`src/npic_defines.svh`:
```
// constants of the interrupt controller
`ifndef NPIC_DEFINES_SVH
`define NPIC_DEFINES_SVH

// vector table
`define NPIC_NUM_VEC        14
`define NPIC_NUM_PAIR       16
`define NPIC_VEC_TRAP       4'he
`define NPIC_VEC_RESET      4'hf
`define NPIC_ADDR_RESET     16'hfffe
`define NPIC_ADDR_TRAP      16'hfffc
`define NPIC_ADDR_VEC0      16'hfffa

// level codes held in the two level bits
`define NPIC_LVL_0          2'h2
`define NPIC_LVL_1          2'h1
`define NPIC_LVL_2          2'h0
`define NPIC_LVL_3          2'h3

// level bit positions inside the condition code register image
`define NPIC_COND_LVL_HI    5
`define NPIC_COND_LVL_LO    3

// register byte offsets
`define NPIC_OFS_PRIO0      8'h00
`define NPIC_OFS_PRIO3      8'h0c
`define NPIC_OFS_SENSE      8'h10
`define NPIC_OFS_STATUS     8'h14

// reset values
`define NPIC_RST_PRIO       32'hffff_ffff
`define NPIC_RST_SENSE      16'h0000
`define NPIC_PRIO3_RO_MASK  8'hf0

// sense control field layout and codes
`define NPIC_SENSE_TOP_LSB  8
`define NPIC_SENSE_TOP_EN   10
`define NPIC_SENSE_FALL_LOW 2'h0
`define NPIC_SENSE_RISE     2'h1
`define NPIC_SENSE_FALL     2'h2
`define NPIC_SENSE_BOTH     2'h3

// status field positions
`define NPIC_STAT_IN_TOP    8
`define NPIC_STAT_HALT_EXIT 9
`define NPIC_STAT_PEND_LSB  16

// stacking sequence and bus answers
`define NPIC_STACK_LAST     2'h3
`define NPIC_RESP_OKAY      2'h0
`define NPIC_RESP_SLVERR    2'h2

`endif

```
`src/npic_pkg.sv`:
```
// shared types of the nested priority interrupt controller
package npic_pkg;

  // interrupt entry sequencer
  typedef enum logic [1:0] {SEQ_RESET_VEC, SEQ_RUN, SEQ_STACK, SEQ_VECTOR} npic_seq_t;

  // what the core tells the controller
  typedef struct packed {
    logic       instrBoundary;
    logic       trapExec;
    logic       retExec;
    logic [1:0] retLevel;
    logic       lvlWrite;
    logic [1:0] lvlNew;
    logic       haltMode;
    logic       waitMode;
  } npic_core_req_t;

  // what the controller tells the core
  typedef struct packed {
    logic        takeIrq;
    logic [3:0]  vecIndex;
    logic        stackPush;
    logic [1:0]  stackItem;
    logic        vectorLoad;
    logic [15:0] vectorAddr;
    logic        levelBitHi;
    logic        levelBitLo;
    logic        wakeUp;
  } npic_core_rsp_t;

  // level code to rank: 10 lowest, then 01, 00, 11 highest
  function automatic logic [2:0] npic_rank(input logic [1:0] code);
    case (code)
      2'h2:    npic_rank = 3'h0;
      2'h1:    npic_rank = 3'h1;
      2'h0:    npic_rank = 3'h2;
      default: npic_rank = 3'h3;
    endcase
  endfunction

endpackage

```
`src/npic_ctrl.sv`:
```
// nested priority interrupt controller top with register slave and entry sequencer
//
// Function
// four nesting levels, up to sixteen fixed vectors from FFE0h to FFFFh
// current level kept in two bits, bit 5 and bit 3 of condition codes
// codes: 10 level 0, 01 level 1, 00 level 2, 11 level 3
// accepted request waits for the current instruction to finish
// entry pushes program counter, index, accumulator, condition codes
// entry loads level bits with the serviced vector's programmed priority
// after stacking, program counter loads the vector address
// interrupt return restores the popped level bits
// highest software priority wins, ties go to highest hardware priority
// unserviced requests stay latched until they rank highest
// top-level line, reset and trap rank above all software levels
// non-maskable sources ignore level, enter at level 3, wake from halt
// trap taken on execution; its routine stays interruptible by top-level
// reset ranks highest; first code runs at level 3
// maskable request serviced only if enabled and above current level
// top-level line raised by a selected pin edge, entered like trap
// external edges latched, cleared on entry, sense set by software
// selected pins sharing one line are ored
// peripheral request needs its flag and its enable both set
// peripheral clear sequence drops the request latch, losing pending service
// any request wakes from wait; only halt-capable ones wake from halt
// after halt the first service is halt-capable, the others follow
// priority registers hold two bits per vector, reset all ones
// a pair written as level 0 keeps its previous value
// vector index and take strobe go to core at instruction boundaries
//
// The implementer's own choices: the address map and the AXI4-Lite interface to the registers.
`timescale 1ns/10ps
`include "npic_defines.svh"
module npic_ctrl #(
  parameter int          NEXT      = 4,
  parameter int          PW        = 4,
  parameter int          EXT_BASE  = 2,
  parameter logic [13:0] HALT_MASK = 14'h00bf
) (
  // clock and reset
  input  wire logic                   ref_clk,
  input  wire logic                   srst,
  // register bus
  input  wire logic                   s_axi_awvalid,
  output logic                        s_axi_awready,
  input  wire logic [7:0]             s_axi_awaddr,
  input  wire logic                   s_axi_wvalid,
  output logic                        s_axi_wready,
  input  wire logic [31:0]            s_axi_wdata,
  input  wire logic [3:0]             s_axi_wstrb,
  output logic                        s_axi_bvalid,
  input  wire logic                   s_axi_bready,
  output logic [1:0]                  s_axi_bresp,
  input  wire logic                   s_axi_arvalid,
  output logic                        s_axi_arready,
  input  wire logic [7:0]             s_axi_araddr,
  output logic                        s_axi_rvalid,
  input  wire logic                   s_axi_rready,
  output logic [31:0]                 s_axi_rdata,
  output logic [1:0]                  s_axi_rresp,
  // core side
  input  wire npic_pkg::npic_core_req_t coreReq,
  output npic_pkg::npic_core_rsp_t      coreRsp,
  // external pins
  input  wire logic                   topLevelIrq,
  input  wire logic [NEXT*PW-1:0]     extPins,
  input  wire logic [NEXT*PW-1:0]     extPinSel,
  // peripheral requests
  input  wire logic [13:0]            periphFlag,
  input  wire logic [13:0]            periphEn,
  input  wire logic [13:0]            periphClear
);
  import npic_pkg::*;

  localparam int NV = `NPIC_NUM_VEC;

  typedef struct packed {
    npic_seq_t      seq;
    logic [1:0]     stackCnt;
    logic [3:0]     selIdx;
    logic [1:0]     selCode;
    logic [1:0]     level;
    logic           inTop;
    logic           haltExit;
    logic [NV-1:0]  periphPend;
    logic [31:0]    prio;
    logic [15:0]    sense;
    logic [NEXT-1:0] extAck;
    logic           topAck;
    npic_core_rsp_t rsp;
    logic           awRdy;
    logic           wRdy;
    logic           awHave;
    logic           wHave;
    logic [7:0]     awAddr;
    logic [31:0]    wData;
    logic [3:0]     wStrb;
    logic           bValid;
    logic [1:0]     bResp;
    logic           arRdy;
    logic           rValid;
    logic [31:0]    rData;
    logic [1:0]     rResp;
  } npic_state_t;

  npic_state_t   s_q;
  npic_state_t   s_d;
  logic [NEXT-1:0] extReq;
  logic          topReq;
  logic [NV-1:0] pend;
  logic [NV-1:0] eligible;
  logic          arbValid;
  logic [3:0]    arbIdx;
  logic [1:0]    arbCode;
  logic [31:0]   readData;
  logic          readHit;

  //////////////////////////////////////////////////////////////////////////
  // external line latches
  npic_ext_latch #(
    .NL (NEXT),
    .PW (PW)
  ) u_ext (
    .ref_clk (ref_clk),
    .srst    (srst),
    .pins    (extPins),
    .pinSel  (extPinSel),
    .sense   (s_q.sense[2*NEXT-1:0]),
    .ack     (s_q.extAck),
    .req     (extReq)
  );

  // top-level line: one pin, its own sense and enable
  npic_ext_latch #(
    .NL (1),
    .PW (1)
  ) u_top (
    .ref_clk (ref_clk),
    .srst    (srst),
    .pins    (topLevelIrq),
    .pinSel  (s_q.sense[`NPIC_SENSE_TOP_EN]),
    .sense   (s_q.sense[`NPIC_SENSE_TOP_LSB +: 2]),
    .ack     (s_q.topAck),
    .req     (topReq)
  );

  //////////////////////////////////////////////////////////////////////////
  // per-vector request assembly
  genvar v;
  generate
    for (v = 0; v < NV; v++) begin : g_vec
      if (v == 0) begin : g_top
        // a second top-level entry waits for the running one to return
        assign pend[v] = topReq & ~s_q.inTop;
      end else if (v >= EXT_BASE && v < EXT_BASE + NEXT) begin : g_ext
        assign pend[v] = extReq[v - EXT_BASE];
      end else begin : g_per
        assign pend[v] = s_q.periphPend[v];
      end
      // right after halt only halt-capable vectors compete
      assign eligible[v] = pend[v] & (~s_q.haltExit | HALT_MASK[v]);
    end
  endgenerate

  npic_arbiter #(
    .NV (NV)
  ) u_arb (
    .pend     (eligible),
    .prio     (s_q.prio[2*NV-1:0]),
    .curLevel (s_q.level),
    .valid    (arbValid),
    .idx      (arbIdx),
    .code     (arbCode)
  );

  //////////////////////////////////////////////////////////////////////////
  // read mux; status shows level at its condition code positions
  always_comb begin
    readData = 32'h0000_0000;
    readHit  = 1'b1;
    if (s_axi_araddr <= `NPIC_OFS_PRIO3 && s_axi_araddr[1:0] == 2'h0) begin
      readData[7:0] = s_q.prio[{s_axi_araddr[3:2], 3'h0} +: 8];
    end else if (s_axi_araddr == `NPIC_OFS_SENSE) begin
      readData[15:0] = s_q.sense;
    end else if (s_axi_araddr == `NPIC_OFS_STATUS) begin
      readData[`NPIC_COND_LVL_HI]    = s_q.level[1];
      readData[`NPIC_COND_LVL_LO]    = s_q.level[0];
      readData[`NPIC_STAT_IN_TOP]    = s_q.inTop;
      readData[`NPIC_STAT_HALT_EXIT] = s_q.haltExit;
      readData[`NPIC_STAT_PEND_LSB +: NV] = pend;
    end else begin
      readHit = 1'b0;
    end
  end

  //////////////////////////////////////////////////////////////////////////
  // next state
  always_comb begin
    s_d = s_q;
    // strobes last one cycle
    s_d.rsp.takeIrq    = 1'b0;
    s_d.rsp.stackPush  = 1'b0;
    s_d.rsp.vectorLoad = 1'b0;
    s_d.extAck         = '0;
    s_d.topAck         = 1'b0;

    // peripheral latch: flag and enable set it, clear sequence drops it
    s_d.periphPend = (s_q.periphPend | (periphFlag & periphEn)) & ~periphClear;

    // write channel: address and data taken in either order
    if (s_axi_awvalid && s_q.awRdy) begin
      s_d.awRdy  = 1'b0;
      s_d.awHave = 1'b1;
      s_d.awAddr = s_axi_awaddr;
    end
    if (s_axi_wvalid && s_q.wRdy) begin
      s_d.wRdy  = 1'b0;
      s_d.wHave = 1'b1;
      s_d.wData = s_axi_wdata;
      s_d.wStrb = s_axi_wstrb;
    end
    if (s_q.awHave && s_q.wHave && !s_q.bValid) begin
      s_d.bValid = 1'b1;
      s_d.bResp  = `NPIC_RESP_OKAY;
      if (s_q.awAddr <= `NPIC_OFS_PRIO3 && s_q.awAddr[1:0] == 2'h0) begin
        // level 0 code never lands; upper pairs of the last register are fixed
        for (int p = 0; p < 4; p++) begin
          if (s_q.wStrb[0] && s_q.wData[2*p +: 2] != `NPIC_LVL_0 &&
              ({s_q.awAddr[3:2], 2'(p)} < 4'(NV))) begin
            s_d.prio[{s_q.awAddr[3:2], 3'(2*p)} +: 2] = s_q.wData[2*p +: 2];
          end
        end
      end else if (s_q.awAddr == `NPIC_OFS_SENSE) begin
        if (s_q.wStrb[0]) begin
          s_d.sense[7:0] = s_q.wData[7:0];
        end
        if (s_q.wStrb[1]) begin
          s_d.sense[15:8] = s_q.wData[15:8];
        end
      end else if (s_q.awAddr != `NPIC_OFS_STATUS) begin
        s_d.bResp = `NPIC_RESP_SLVERR;
      end
    end
    if (s_q.bValid && s_axi_bready) begin
      s_d.bValid = 1'b0;
      s_d.awHave = 1'b0;
      s_d.wHave  = 1'b0;
      s_d.awRdy  = 1'b1;
      s_d.wRdy   = 1'b1;
    end

    // read channel: one outstanding read
    if (s_axi_arvalid && s_q.arRdy) begin
      s_d.arRdy  = 1'b0;
      s_d.rValid = 1'b1;
      s_d.rData  = readData;
      s_d.rResp  = readHit ? `NPIC_RESP_OKAY : `NPIC_RESP_SLVERR;
    end
    if (s_q.rValid && s_axi_rready) begin
      s_d.rValid = 1'b0;
      s_d.arRdy  = 1'b1;
    end

    // wake: any request leaves wait, halt needs a capable one
    s_d.rsp.wakeUp = (coreReq.waitMode & (|pend)) |
                     (coreReq.haltMode & (|(pend & HALT_MASK)));
    if (coreReq.haltMode && (|(pend & HALT_MASK))) begin
      s_d.haltExit = 1'b1;
    end

    // entry sequencer
    case (s_q.seq)
      SEQ_RESET_VEC: begin
        // no stacking on reset; run at level 3 from the reset vector
        s_d.rsp.vectorLoad = 1'b1;
        s_d.rsp.vectorAddr = `NPIC_ADDR_RESET;
        s_d.rsp.vecIndex   = `NPIC_VEC_RESET;
        s_d.level          = `NPIC_LVL_3;
        s_d.seq            = SEQ_RUN;
      end
      SEQ_RUN: begin
        if (coreReq.retExec) begin
          s_d.level = coreReq.retLevel;
          s_d.inTop = 1'b0;  // top-level runs at level 3: the next return is its own
        end else if (coreReq.lvlWrite) begin
          s_d.level = coreReq.lvlNew;
        end
        // requests are only taken between instructions
        if (coreReq.instrBoundary) begin
          if (coreReq.trapExec) begin
            s_d.rsp.takeIrq  = 1'b1;
            s_d.rsp.vecIndex = `NPIC_VEC_TRAP;
            s_d.selIdx       = `NPIC_VEC_TRAP;
            s_d.selCode      = `NPIC_LVL_3;
            s_d.stackCnt     = 2'h0;
            s_d.seq          = SEQ_STACK;
          end else if (arbValid) begin
            // losers keep their latches and compete again next boundary
            s_d.rsp.takeIrq  = 1'b1;
            s_d.rsp.vecIndex = arbIdx;
            s_d.selIdx       = arbIdx;
            s_d.selCode      = arbCode;
            s_d.stackCnt     = 2'h0;
            s_d.haltExit     = 1'b0;
            s_d.seq          = SEQ_STACK;
            if (arbIdx == 4'h0) begin
              s_d.topAck = 1'b1;
              s_d.inTop  = 1'b1;
            end
            for (int k = 0; k < NEXT; k++) begin
              s_d.extAck[k] = (arbIdx == 4'(EXT_BASE + k));
            end
          end
        end
      end
      SEQ_STACK: begin
        // one push per cycle: pc, x, a, then condition codes with the old level
        s_d.rsp.stackPush = 1'b1;
        s_d.rsp.stackItem = s_q.stackCnt;
        s_d.stackCnt      = s_q.stackCnt + 2'h1;
        if (s_q.stackCnt == `NPIC_STACK_LAST) begin
          s_d.seq = SEQ_VECTOR;
        end
      end
      SEQ_VECTOR: begin
        s_d.rsp.vectorLoad = 1'b1;
        s_d.level          = s_q.selCode;
        if (s_q.selIdx == `NPIC_VEC_TRAP) begin
          s_d.rsp.vectorAddr = `NPIC_ADDR_TRAP;
        end else begin
          s_d.rsp.vectorAddr = `NPIC_ADDR_VEC0 - {11'h000, s_q.selIdx, 1'b0};
        end
        s_d.seq = SEQ_RUN;
      end
      default: begin
        s_d.seq = SEQ_RUN;
      end
    endcase

    s_d.rsp.levelBitHi = s_d.level[1];
    s_d.rsp.levelBitLo = s_d.level[0];
  end

  //////////////////////////////////////////////////////////////////////////
  // state register; reset enters at level 3
  always_ff @(posedge ref_clk) begin
    if (srst) begin
      s_q                <= '0;
      s_q.seq            <= SEQ_RESET_VEC;
      s_q.level          <= `NPIC_LVL_3;
      s_q.prio           <= `NPIC_RST_PRIO;
      s_q.sense          <= `NPIC_RST_SENSE;
      s_q.rsp.levelBitHi <= 1'b1;
      s_q.rsp.levelBitLo <= 1'b1;
      s_q.awRdy          <= 1'b1;
      s_q.wRdy           <= 1'b1;
      s_q.arRdy          <= 1'b1;
    end else begin
      s_q <= s_d;
    end
  end

  // outputs straight from the state register
  assign coreRsp       = s_q.rsp;
  assign s_axi_awready = s_q.awRdy;
  assign s_axi_wready  = s_q.wRdy;
  assign s_axi_bvalid  = s_q.bValid;
  assign s_axi_bresp   = s_q.bResp;
  assign s_axi_arready = s_q.arRdy;
  assign s_axi_rvalid  = s_q.rValid;
  assign s_axi_rdata   = s_q.rData;
  assign s_axi_rresp   = s_q.rResp;

endmodule

```
`src/npic_ext_latch.sv`:
```
// external line edge detection and request latches
`timescale 1ns/10ps
`include "npic_defines.svh"
module npic_ext_latch #(
  parameter int NL = 4,
  parameter int PW = 4
) (
  // clock and reset
  input  wire logic              ref_clk,
  input  wire logic              srst,
  // pins, selection and sense
  input  wire logic [NL*PW-1:0]  pins,
  input  wire logic [NL*PW-1:0]  pinSel,
  input  wire logic [2*NL-1:0]   sense,
  // service entry and request
  input  wire logic [NL-1:0]     ack,
  output logic      [NL-1:0]     req
);
  import npic_pkg::*;

  typedef struct packed {
    logic [NL*PW-1:0] prev;
    logic [NL-1:0]    latch;
    logic             armed;
  } npic_xl_state_t;

  npic_xl_state_t s_q;
  npic_xl_state_t s_d;
  logic [NL-1:0]  edgeHit;
  logic [NL-1:0]  lowHit;

  //////////////////////////////////////////////////////////////////////////
  // per line: selected pins of a group are ored together
  genvar l;
  generate
    for (l = 0; l < NL; l++) begin : g_line
      logic [PW-1:0] p;
      logic [PW-1:0] q;
      logic [PW-1:0] m;
      logic          rise;
      logic          fall;
      assign p = pins[l*PW +: PW];
      assign q = s_q.prev[l*PW +: PW];
      assign m = pinSel[l*PW +: PW];
      assign rise = |(p & ~q & m);
      assign fall = |(~p & q & m);
      assign lowHit[l] = |(~p & m);
      // edge choice from the sense field
      assign edgeHit[l] = s_q.armed & (
          (sense[2*l +: 2] == `NPIC_SENSE_RISE) ? rise :
          (sense[2*l +: 2] == `NPIC_SENSE_BOTH) ? (rise | fall) : fall);
      assign req[l] = s_q.latch[l] | (sense[2*l +: 2] == `NPIC_SENSE_FALL_LOW & lowHit[l]);
    end
  endgenerate

  //////////////////////////////////////////////////////////////////////////
  // latch: a new edge wins over the clear on entry
  always_comb begin
    s_d       = s_q;
    s_d.prev  = pins;
    s_d.armed = 1'b1;            // no edge seen in the first cycle after reset
    s_d.latch = edgeHit | (s_q.latch & ~ack);
  end

  always_ff @(posedge ref_clk) begin
    if (srst) begin
      s_q <= '0;
    end else begin
      s_q <= s_d;
    end
  end

endmodule

```
`src/npic_arbiter.sv`:
```
// priority decision: software rank first, fixed hardware order breaks ties
`timescale 1ns/10ps
`include "npic_defines.svh"
module npic_arbiter #(
  parameter int NV = 14
) (
  // candidates
  input  wire logic [NV-1:0]   pend,
  input  wire logic [2*NV-1:0] prio,
  input  wire logic [1:0]      curLevel,
  // choice
  output logic                 valid,
  output logic [3:0]           idx,
  output logic [1:0]           code
);
  import npic_pkg::*;

  logic [2:0] bestRank;
  logic [2:0] r;

  // scan from lowest hardware priority so that lower indices win ties
  always_comb begin
    bestRank = 3'h0;
    r        = 3'h0;
    valid    = 1'b0;
    idx      = 4'h0;
    code     = `NPIC_LVL_3;
    for (int v = NV - 1; v >= 0; v--) begin
      // top-level line outranks every software level
      r = (v == 0) ? 3'h4 : npic_rank(prio[2*v +: 2]);
      if (pend[v] && r > npic_rank(curLevel) && (!valid || r >= bestRank)) begin
        valid    = 1'b1;
        bestRank = r;
        idx      = 4'(v);
        code     = (v == 0) ? `NPIC_LVL_3 : prio[2*v +: 2];
      end
    end
  end

endmodule

```
`config.mk`:
```
export PLATFORM = sky130hd
export DESIGN_NAME = npic_ctrl
export DESIGN_NICKNAME = d
export VERILOG_FILES = /design/src/npic_pkg.sv /design/src/npic_ctrl.sv /design/src/npic_ext_latch.sv /design/src/npic_arbiter.sv
export VERILOG_INCLUDE_DIRS = /design/src
export SDC_FILE = /design/constraint.sdc
export NUM_CORES = 1
export LEC_CHECK = 0
export BUFFER_PORTS_ARGS = -buffer_cell sky130_fd_sc_hd__buf_2
export CORE_ASPECT_RATIO = 1.5
export CORE_UTILIZATION = 46
export CTS_BUF_LIST = sky130_fd_sc_hd__clkbuf_16
export DETAILED_ROUTE_END_ITERATION = 10
export HOLD_SLACK_MARGIN = 0.1
export MAX_ROUTING_LAYER = met4
export PLACE_DENSITY = 0.69
export SETUP_SLACK_MARGIN = 0.3
export SLEW_MARGIN = 20
export SYNTH_ARGS = -nofsm -noshare
export SYNTH_HDL_FRONTEND = slang
export SYNTH_SLANG_ARGS = --single-unit
```
`constraint.sdc`:
```
create_clock -name ref_clk -period 47.9 [get_ports ref_clk]
set_input_delay 4.79 -clock ref_clk [delete_from_list [all_inputs] [get_ports ref_clk]]
set_output_delay 4.79 -clock ref_clk [all_outputs]
set_load 0.005 [all_outputs]
```
==> out/results.md, run 1 <==
| Item | This run |
|---|---|
| Outcome | completed |
| Max_cap viols | 0 |
| FFs w/ async S/R, synth | 0% |
| Biggest area consumer among synthesized cells | dfxtp_1 |
| Critical path's largest stage delay | 0.59 ns |
| Source of the worst register-to-register timing path | s_q[185] |
| Critical hold path startpoint | s_q[164] |
| Unrepaired setup endpoints after global routing | false |
| Power Dens Cells | 39.8 nW/um2 |
| Global-route congestion overflow total | 0 |
| Total clock buffers created by CTS | 17 |
| TritonRoute pass-1 iters | 5 |
| Cell area after layout | 11500 um2 |
| Count of final setup violators | 0 |
| Final nets | 1560 |
| Synthesis-stage register bit count | 180 |
| Via count of the first global-routing pass | 8529 |
| Post-synth EDFFs | 0 |
| Cell Area, Synth | 10300 um2 |
| Final weighted congestion in routability-driven placement | 0.976 |
| Dominant cells by area after synthesis | dfxtp_1 35%, ha_1 11%, nand2_1 5.7% |
| Internal power | 0.294 mW |
| Number of unique standard cell types used by synthesis | 82 |
| Number of antenna violations at the first check in global routing | 0 |
| Power share of the clock group | 29.7% |
| Total negative slack for setup checks | 0 ns |
| Port Buffer Count | 174 |
| Sw Ratio | 35.9% |
| Area of the placeable core | 21900 um2 |
| Clock tree buffer depth | 2 |
| Routed wire length | 27.2 mm |
| Multi-input combinational cell area | 5900 um2 |
| Effective utilization at floorplan | 47.2% |
| Filler cell count in the final layout | 2010 |
| Resize count post-CTS | 0 |
| Placed cell area | 11000 um2 |
| DR WL/cell | 16.8 um |
| Clock tree sinks | 180 |
| Cell count after synthesis | 1233 |
| Sequential Area | 3600 um2 |
| Total design power | 0.459 mW |
| Type of destination of the critical path | register |
| Cell chosen for the clock root | clkbuf_16 |
| Commonest register cell after synthesis | dfxtp_1 |
| Category of the critical setup timing path | register to register |
| Sequential share of power | 36.7% |
| Post CTS Setup Buffer Count | 0 |
| Required arrival time at the worst endpoint | 48.28 ns |
| Number of failing hold endpoints at the final stage | 0 |
| Number of standard-cell rows in the floorplan | 66 |
| Number of pins exceeding their max-slew limit in the final report | 0 |
| Syn Area/Cell | 8.37 um2 |
| Max Clock Freq | 54.1 MHz |
| Number of hold-repair buffers added at the cts stage | 0 |
| Part of the power in combinational logic | 33.6% |
| Worst-case vdd ir drop | 0.0000279 V |
| CTS tree | built |
| Die boundary height | 185 um |
| Reported leakage power | 5.09 nW |
| Switching pwr | 0.165 mW |
| CTS HTree Levels | 4 |
| Max-slew headroom at the worst pin | 31.8% |
| Fraction of final layout cells sized beyond drive strength 1 | 19.1% |
| Final cell utilization of the core | 52.7% |
| P&R area growth vs syn | 11.8% |
| Number of primary I/O pins | 213 |
| Die Area | 23100 um2 |
| Maximum number of pins on one net before global-route repair | 83 |
| Most common cell in the netlist | dfxtp_1 |
| Clk pin slew, worst setup/hold paths | 0.07 ns |
| Share of the synthesized area in the top cell type | 34.9% |
| R2R Path End | s_q[119] |
| Depth of the worst register-to-register path | 89 |
| Die span in x | 124 um |
| Clock Skews | 0.0101 ns |
| Antenna viol nets, final | 0 |
| Clock latency on the worst-skew pair | 0.44 ns |
| Transition time at the pin with the least slew margin | 1.02 ns |
| Worst min-delay path endpoint | s_q[164] |
| DRC viols | 0 |
| All-Layer GR Usage | 24.3% |
| Cell depth of the worst min-delay path | 1 |
| Number of vias in the routed layout | 9169 |
| HPWL after detailed placement | 20.9 mm |
| Cell type of the slowest stage on the worst timing path | dfxtp_1 |
| Global-route wire length before repair | 43.3 mm |
| Number of warnings issued by yosys | 0 |
| Number of vias per cell after detailed routing | 5.68 |
| Commonest cells in the netlist | 180 x dfxtp_1, 158 x nand2_1, 124 x nor2_1, 99 x a21oi_1, 87 x ha_1 |
| Final worst path period need | 18.48 ns |
| Classification of the worst-slack hold path | register to register |
| Crit Path Max Fanout | 13 |
| Setup slack of the most critical reg-to-reg path | 29.42 ns |
| Drt initial violations | 545 |
| Data arrival time of the worst path | 18.85 ns |
| Most frequent cell on the critical path | ha_1 |
| Final Cycle Share | 38.6% |
| Share of synthesized area occupied by flip-flops and latches | 34.9% |
| Kind of start point of the critical path | register |
## how the worst max path moves through the flow
stage	cells after the start	slack [ns]	from	to
2_1_floorplan	88	31.68	s_q[184]	s_q[118]
3_3_place_gp	89	30.04	s_q[185]	s_q[119]
3_5_place_dp	89	29.80	s_q[185]	s_q[119]
4_1_cts	89	29.71	s_q[185]	s_q[119]
5_1_grt	89	28.04	s_q[185]	s_q[118]
6_report	89	29.42	s_q[185]	s_q[119]
## layout by cell type (no fill, tap or decap), drive strengths merged, types with 6 or more instances in the layout
master  Yosys  final
buf        72    183
dfxtp     180    180
nand2     159    159
nor2      124    124
a21oi     101    101
ha         87     87
nor2b      59     59
inv        46     52
o21ai      43     43
nor3       34     34
mux2i      25     25
a22oi      22     22
o211ai     22     22
clkbuf     38     17
nand2b     16     16
a221oi     16     16
nand3      14     14
a211oi     14     14
or2        12     12
o22ai      10     10
o21a        9      9
and2        8      8
mux4        8      8
a31oi       8      8
nor4        7      7
o31ai       6      6
nand3b      6      6
## sequential cells by signal (all words and copies together), names as in the netlist, 2 cells and up
signal,cells
u_top.s_q,2
s_axi_rdata,30
coreRsp,16
pend,7
u_ext.g_line.q,16
u_ext.s_q,4
s_q,95
eligible,2
## cell families after synthesis
| logic type | count (synthesis) | synth area share, % |
|---|---|---|
| compound gates | 313 | 21.0 |
| fa+ha+maj | 88 | 10.6 |
| buf+inv | 156 | 8.12 |
| flops | 180 | 34.9 |
| mux | 34 | 4.28 |
| other cells | 1 | 0.0363 |
| simple gates | 461 | 21.0 |
## power by group through the flow
stage	combinational [mW]	sequential (mW)	clock (mW)
final	0.154	0.169	0.136
after global routing	0.173	0.170	0.145
after CTS	0.154	0.169	0.139
after detailed placement	0.153	0.172	0
after global placement	0.148	0.172	0
after floorplan	0.118	0.169	0
## worst max-delay path, delay by kind of cell, from the launching register on
family / cells / cell delay [ns]
and+or+nand+nor: 30 / 3.99
muxes: 1 / 0.32
AOI/OAI and AO/OA: 38 / 8.45
buffers and inverters: 5 / 0.87
DFF: 1 / 0.59
adders and majority gates: 15 / 4.21
## metal layers
| metal | part of all wire [%] | track usage [%] |
|---|---|---|
| met4 | 3.8 | 12.1 |
| met1 | 40 | 26.5 |
| met3 | 4.5 | 3.33 |
| met5 | 0 | - |
| met2 | 52 | 43.2 |
## final cells by class
class | count | share of cell area [%]
antenna | 1 | 0.0217
clock buffer | 17 | 3.69
clock inverter | 14 | 1.29
inverter | 46 | 1.50
multi-input combinational | 901 | 51.2
sequential | 180 | 31.2
tap | 272 | 2.95
timing repair buffer | 183 | 8.16
## stage by stage
stage	cells	hold slack (ns)	setup slack (ns)
floorplan	1237	0.412	31.68
global placement	1582	0.420	30.04
detailed placement	1582	0.427	29.80
CTS	1613	0.444	29.71
global route	1613	0.463	28.04
finish	1614	0.448	29.42
(Power assumes the default switching activity.)
==> run 2, diff against run 1 <==
--- a/config.mk
+++ b/config.mk
@@ -13,7 +13,7 @@
 export DETAILED_ROUTE_END_ITERATION = 10
 export HOLD_SLACK_MARGIN = 0.1
 export MAX_ROUTING_LAYER = met4
-export PLACE_DENSITY = 0.69
+export PLACE_DENSITY = 0.72
 export SETUP_SLACK_MARGIN = 0.3
 export SLEW_MARGIN = 20
 export SYNTH_ARGS = -nofsm -noshare
==> constraint.sdc (replaced) <==
create_clock -name ref_clk -period 16 [get_ports ref_clk]
set_input_delay 1.6 -clock ref_clk [delete_from_list [all_inputs] [get_ports ref_clk]]
set_output_delay 1.6 -clock ref_clk [all_outputs]
set_load 0.005 [all_outputs]
==> run 2 against run 1 <==
Global-route usage up 0.81 points. First-iteration DRC count up 6.4%. Highest routed layer unchanged. Worst hold slack better by 0.0074 ns. Largest power group is now combinational logic. Via count up 3.4%. Worst setup slack worse by 29 ns. Design area up 7.3%.
==> out/results.md, run 2 (synthesis results as in run 1) <==
| Item | This run | Delta |
|---|---|---|
| Kind of start point of the critical path | register |  |
| Clock tree sinks | 180 | unchanged |
| Worst setup path startpoint | s_q[185] |  |
| Area of the placeable core | 21900 um2 | unchanged |
| Number of pins exceeding their max-slew limit in the final report | 0 | unchanged |
| All-Layer GR Usage | 25.1% | +0.81 points |
| Category of the critical setup timing path | register to register |  |
| Maximum number of pins on one net before global-route repair | 81 | -2.4% |
| Cell chosen for the clock root | clkbuf_16 |  |
| Number of standard-cell rows in the floorplan | 66 | unchanged |
| Fraction of final layout cells sized beyond drive strength 1 | 26.1% | +7.0 points |
| Final Cycle Share | 94.4% | +56 points |
| Worst-case vdd ir drop | 0.0000914 V | +230% |
| Filler cell count in the final layout | 1958 | -2.6% |
| Drt initial violations | 580 | +6.4% |
| Depth of the worst register-to-register path | 90 | +1.1% |
| Commonest cells after routing, fill and taps aside | 177 x dfxtp_1, 173 x buf_2, 155 x nand2_1 |  |
| Die Area | 23100 um2 | unchanged |
| Total negative slack for setup checks | 0 ns | unchanged |
| Number of hold-repair buffers added at the cts stage | 0 | unchanged |
| Antenna viol nets, final | 0 | unchanged |
| Setup slack of the most critical reg-to-reg path | 0.90 ns | -28.53 ns |
| HPWL after detailed placement | 21.7 mm | +3.7% |
| Critical path endpoint | s_q[117] |  |
| Total clock buffers created by CTS | 17 | unchanged |
| Number of failing hold endpoints at the final stage | 0 | unchanged |
| Die span in x | 124 um | unchanged |
| P&R area growth vs syn | 19.9% |  |
| Power Dens Cells | 127 nW/um2 | +220% |
| Number of antenna violations at the first check in global routing | 1 | +1 |
| TritonRoute pass-1 iters | 5 | unchanged |
| Final cell utilization of the core | 56.5% | +3.8 points |
| Port Buffer Count | 174 | unchanged |
| Total design power | 1.57 mW | +240% |
| Placed cell area | 11300 um2 | +2.7% |
| Most flops, register | s_q |  |
| Clock Skews | 0.0104 ns | +0.000274 ns |
| DR WL/cell | 17.3 um | +2.6% |
| Crit Path Max Fanout | 4 | -9 |
| Final nets | 1612 | +3.3% |
| R2R Path End | s_q[117] |  |
| Outcome | completed |  |
| Final weighted congestion in routability-driven placement | 0.914 | -6.4% |
| Number of primary I/O pins | 213 | unchanged |
| Max Clock Freq | 66.2 MHz | +22% |
| Clk pin slew, worst setup/hold paths | 0.07 ns | about the same |
| Routed wire length | 28.8 mm | +6.0% |
| DRC viols | 0 | unchanged |
| Source of the worst register-to-register timing path | s_q[185] |  |
| Max_cap viols | 0 | unchanged |
| Required arrival time at the worst endpoint | 16.34 ns | -31.94 ns |
| Cell type of the slowest stage on the worst timing path | dfxtp_4 |  |
| Clock latency on the worst-skew pair | 0.44 ns | about the same |
| Number of cells in the finished layout apart from fillers | 1667 | +3.3% |
| Placed insts | 1619 | +2.3% |
| Type of destination of the critical path | register |  |
| CTS tree | built |  |
| Reported leakage power | 5.43 nW | +6.7% |
| Max-slew headroom at the worst pin | 29.1% | -2.7 points |
| Data arrival time of the worst path | 15.44 ns | -3.41 ns |
| Sequential Area | 3610 um2 | +0.17% |
| Cell area after layout | 12400 um2 | +7.3% |
| Effective utilization at floorplan | 47.2% | unchanged |
| Smallest setup slack after layout | 0.895 ns | -28.53 ns |
| Final worst path period need | 15.10 ns | -3.37 ns |
| CTS HTree Levels | 4 | unchanged |
| Most frequent cell on the critical path | nand2b_4 |  |
| Multi-input combinational cell area | 6310 um2 | +6.9% |
| Post-route worst hold slack | 0.455 ns | +0.00735 ns |
| Number of flip-flops under the largest register name | 95 | unchanged |
| Count of final setup violators | 0 | unchanged |
| Global-route congestion overflow total | 0 | unchanged |
| Transition time at the pin with the least slew margin | 1.06 ns | +0.0375 ns |
| Leading cell type in the layout, fill and taps excluded | dfxtp_1 |  |
| Clock tree buffer depth | 2 | unchanged |
| Number of vias in the routed layout | 9484 | +3.4% |
| Number of vias per cell after detailed routing | 5.69 | +0.15% |
| Dpl ws | -0.169 ns | -29.97 ns |
| Global-route wire length before repair | 45.0 mm | +3.9% |
| Die boundary height | 185 um | unchanged |
| Critical path's largest stage delay | 0.38 ns | -0.21 ns |
| Classification of the worst-slack hold path | register to register |  |
| Via count of the first global-routing pass | 8940 | +4.8% |
| Unrepaired setup endpoints after global routing | false |  |
-- run 2: cell types whose count changed in the layout (fill, tap and decap cells not counted), moves of 4 or more --
cell      before  now
buf_4         10   60
nand2b_1      16    5
nand2b_4       0   11
a21oi_1       99   90
a21oi_2        1    7
ha_1          87   81
ha_4           0    6
o21ai_0       41   36
nor3_1        34   30
nor3_2         0    4
o21ai_1        2    6
or2_4          1    5
-- run 2: what timing repair did --
action                                  4_1_cts  5_1_grt
resized for setup                            12       66
pin swaps                                     7       40
gates cloned                                  0        0
endpoints found under the setup margin       16       16
endpoints found under the hold margin         0        0
setup buffers                                 2       13
-- run 2: worst max-delay path: cells and delay by family, from the launching register on --
family | cells | cell delay, ns
multiplexers | 1 | 0.25
AND/OR/NAND/NOR | 33 | 4.26
flip-flops | 1 | 0.38
AO/OA/AOI/OAI | 36 | 5.62
adder cells (fa/ha/maj) | 15 | 4.09
buffers and inverters | 5 | 0.39
-- run 2: how the worst min path moves through the flow --
stage / startpoint / endpoint / cells past startpoint
detailed placement: s_q[167] / s_q[167] / 1
global placement: s_q[165] / s_q[165] / 1
global route: s_q[167] / s_q[167] / 1
finish: s_q[56] / s_q[56] / 2
floorplan: s_q[164] / s_q[164] / 1
CTS: s_q[167] / s_q[167] / 1
-- run 2: layer usage --
metal  wire (um)  vias to the layer above  global-route usage (%)
met5           0                        -                       -
met4         997                        0                    11.0
met3        1140                       68                    3.56
met2       15300                      264                    45.4
met1       11300                     4512                    27.2
li1            -                     4640                       -
-- run 2: layout make-up --
type | count | share of cell area (%)
Clock buffer | 17 | 3.44
Multi-Input combinational cell | 901 | 51.0
Tap cell | 272 | 2.75
Sequential cell | 180 | 29.2
Inverter | 46 | 1.40
Clock inverter | 15 | 1.40
Timing Repair Buffer | 235 | 10.8
Antenna cell | 1 | 0.0202
-- run 2: power breakdown --
part	switching (mW)	total (mW)	internal [mW]
registers	0.0281	0.506	0.478
logic	0.342	0.640	0.298
clock network	0.193	0.428	0.235
total	0.563	1.57	1.01
==> run 3, diff against run 2 <==
--- a/config.mk
+++ b/config.mk
@@ -6,7 +6,7 @@
 export SDC_FILE = /design/constraint.sdc
 export NUM_CORES = 1
 export LEC_CHECK = 0
-export BUFFER_PORTS_ARGS = -buffer_cell sky130_fd_sc_hd__buf_2
+export BUFFER_PORTS_ARGS = -buffer_cell sky130_fd_sc_hd__buf_4
 export CORE_ASPECT_RATIO = 1.5
 export CORE_UTILIZATION = 46
 export CTS_BUF_LIST = sky130_fd_sc_hd__clkbuf_16
==> run 3 against run 2 <==
Power decreased by 2.5%. Clock skew increased by 0.00091 ns. Sequential power about the same. Die area unchanged. Largest power group unchanged. Flip-flop and latch count unchanged. Critical path type unchanged. Critical endpoint is now s_q[183].
==> out/results.md, run 3 (synthesis results as in run 1) <==
| Item | This run | Delta |
|---|---|---|
| Worst setup path startpoint | s_q[185] |  |
| Final Cycle Share | 94.7% | +0.32 points |
| Setup slack of the most critical reg-to-reg path | 0.84 ns | -0.05 ns |
| Maximum number of pins on one net before global-route repair | 79 | -2.5% |
| Final weighted congestion in routability-driven placement | 0.904 | -1.0% |
| Clock tree sinks | 180 | unchanged |
| Cell depth of the worst min-delay path | 1 | -1 |
| Die span in x | 124 um | unchanged |
| Clk pin slew, worst setup/hold paths | 0.07 ns | about the same |
| Routed wire length | 28.7 mm | -0.36% |
| Fraction of final layout cells sized beyond drive strength 1 | 26.7% | +0.58 points |
| Data arrival time of the worst path | 15.46 ns | +0.02 ns |
| Met1 wire length | 11.3 mm | +0.20% |
| Total design power | 1.53 mW | -2.5% |
| Number of vias in the routed layout | 9528 | +0.46% |
| Reported leakage power | 5.59 nW | +2.9% |
| Clock latency on the worst-skew pair | 0.44 ns | about the same |
| HPWL after detailed placement | 22.0 mm | +1.5% |
| Clock tree buffer depth | 2 | unchanged |
| Final cell utilization of the core | 58.8% | +2.3 points |
| Power Dens Cells | 119 nW/um2 | -6.3% |
| Worst-case vdd ir drop | 0.0000786 V | -14% |
| Source of the worst register-to-register timing path | s_q[185] |  |
| Critical hold path startpoint | s_q[167] |  |
| Transition time at the pin with the least slew margin | 1.08 ns | +0.0229 ns |
| Leading cell type in the layout, fill and taps excluded | buf_4 |  |
| CTS tree | built |  |
| Type of destination of the critical path | register |  |
| Drt initial violations | 593 | +2.2% |
| Die boundary height | 185 um | unchanged |
| Category of the critical setup timing path | register to register |  |
| Max-slew headroom at the worst pin | 27.6% | -1.5 points |
| Dpl ws | -0.285 ns | -0.116 ns |
| Kind of start point of the critical path | register |  |
| Max_cap viols | 0 | unchanged |
| Die Area | 23100 um2 | unchanged |
| TritonRoute pass-1 iters | 5 | unchanged |
| Classification of the worst-slack hold path | register to register |  |
| Cell type of the slowest stage on the worst timing path | dfxtp_4 |  |
| Depth of the worst register-to-register path | 89 | -1.1% |
| Number of standard-cell rows in the floorplan | 66 | unchanged |
| Commonest cells after routing, fill and taps aside | 242 x buf_4, 178 x dfxtp_1, 155 x nand2_1 |  |
| Total clock buffers created by CTS | 17 | unchanged |
| R2R Path End | s_q[183] |  |
| DR WL/cell | 17.1 um | -0.96% |
| P&R area growth vs syn | 24.7% |  |
| Number of failing hold endpoints at the final stage | 0 | unchanged |
| Via count of the first global-routing pass | 8953 | +0.15% |
| Port Buffer Count | 174 | unchanged |
| Unrepaired setup endpoints after global routing | false |  |
| Critical path's largest stage delay | 0.40 ns | +0.02 ns |
| Crit Path Max Fanout | 4 | unchanged |
| Area of the placeable core | 21900 um2 | unchanged |
| Number of flip-flops under the largest register name | 95 | unchanged |
| Outcome | completed |  |
| Effective utilization at floorplan | 47.2% | unchanged |
| Antenna viol nets, final | 0 | unchanged |
| # diodes | 0 | -1 |
| Most frequent cell on the critical path | nand2b_4 |  |
| Number of vias per cell after detailed routing | 5.68 | -0.14% |
| CTS HTree Levels | 4 | unchanged |
| Clock Skews | 0.0113 ns | +0.000912 ns |
| Post-route worst hold slack | 0.438 ns | -0.0172 ns |
| Final worst path period need | 15.16 ns | +0.0519 ns |
| Cell chosen for the clock root | clkbuf_16 |  |
| Worst min-delay path endpoint | s_q[167] |  |
| Global-route congestion overflow total | 0 | unchanged |
| Global-route wire length before repair | 44.5 mm | -1.0% |
| Number of antenna violations at the first check in global routing | 0 | -1 |
| Most flops, register | s_q |  |
| Met2 layer wire length in the routed design | 15.0 mm | -2.5% |
| DRC viols | 0 | unchanged |
| Final nets | 1623 | +0.68% |
| All-Layer GR Usage | 24.8% | -0.24 points |
| Routed length on met3 | 1.17 mm | +2.4% |
| Number of pins exceeding their max-slew limit in the final report | 0 | unchanged |
| Required arrival time at the worst endpoint | 16.30 ns | -0.04 ns |
| Smallest setup slack after layout | 0.843 ns | -0.0519 ns |
| Count of final setup violators | 0 | unchanged |
| Max Clock Freq | 66.0 MHz | -0.34% |
| Top routing layer in use | met4 |  |
| Number of primary I/O pins | 213 | unchanged |
[run 3: cell type report]
type | count | area (um2)
multi-input cells | 901 | 6350
inverters | 46 | 178
well taps | 272 | 340
fillers | 1924 | 9010
repair buffers | 246 | 1860
clock buffers | 17 | 425
flip-flops and latches | 180 | 3610
clock inverters | 15 | 106
[run 3: worst max-delay path: cells and delay by family, from the launching register on]
family	cells	cell delay, ns
AOI/OAI and AO/OA	36	6.42
adders and majority gates	14	3.62
buffers and inverters	7	0.73
DFF	1	0.40
muxes	1	0.25
and+or+nand+nor	31	3.58
[run 3: layer usage]
metal / vias up / GRT usage [%]
li1: 4658 / -
met1: 4528 / 26.5
met2: 266 / 45.1
met3: 76 / 3.45
met4: 0 / 12.1
met5: - / -
[run 3: worst max-delay path by stage]
stage / end / slack [ns] / depth (start not counted)
2_1_floorplan: s_q[118] / 0.30 / 87
3_3_place_gp: s_q[119] / 0.04 / 87
3_5_place_dp: s_q[119] / -0.29 / 87
4_1_cts: s_q[119] / 0.32 / 87
5_1_grt: s_q[183] / 0.06 / 89
6_report: s_q[183] / 0.84 / 89
[run 3: power by group]
part | switching, mW | leakage, nW | internal [mW]
Sequential | 0.0294 | 1.47 | 0.479
Clock | 0.183 | 0.269 | 0.199
Combinational | 0.328 | 3.85 | 0.315
[run 3: stage by stage]
step / std cells / TNS (ns) / instance area [um2]
3_3_place_gp: 1626 / 0 / 11700
3_5_place_dp: 1626 / -2.36 / 11700
6_report: 1677 / 0 / 12900
4_1_cts: 1664 / 0 / 12400
5_1_grt: 1677 / 0 / 12900
2_1_floorplan: 1237 / 0 / 10400
[run 3: repair_timing]
action / 4_1_cts / 5_1_grt
endpoints found under the hold margin: 0 / 0
setup buffers: 6 / 13
pin swaps: 8 / 57
hold buffers: 0 / 0
gates resized for setup: 17 / 71
setup endpoints to repair: 16 / 16
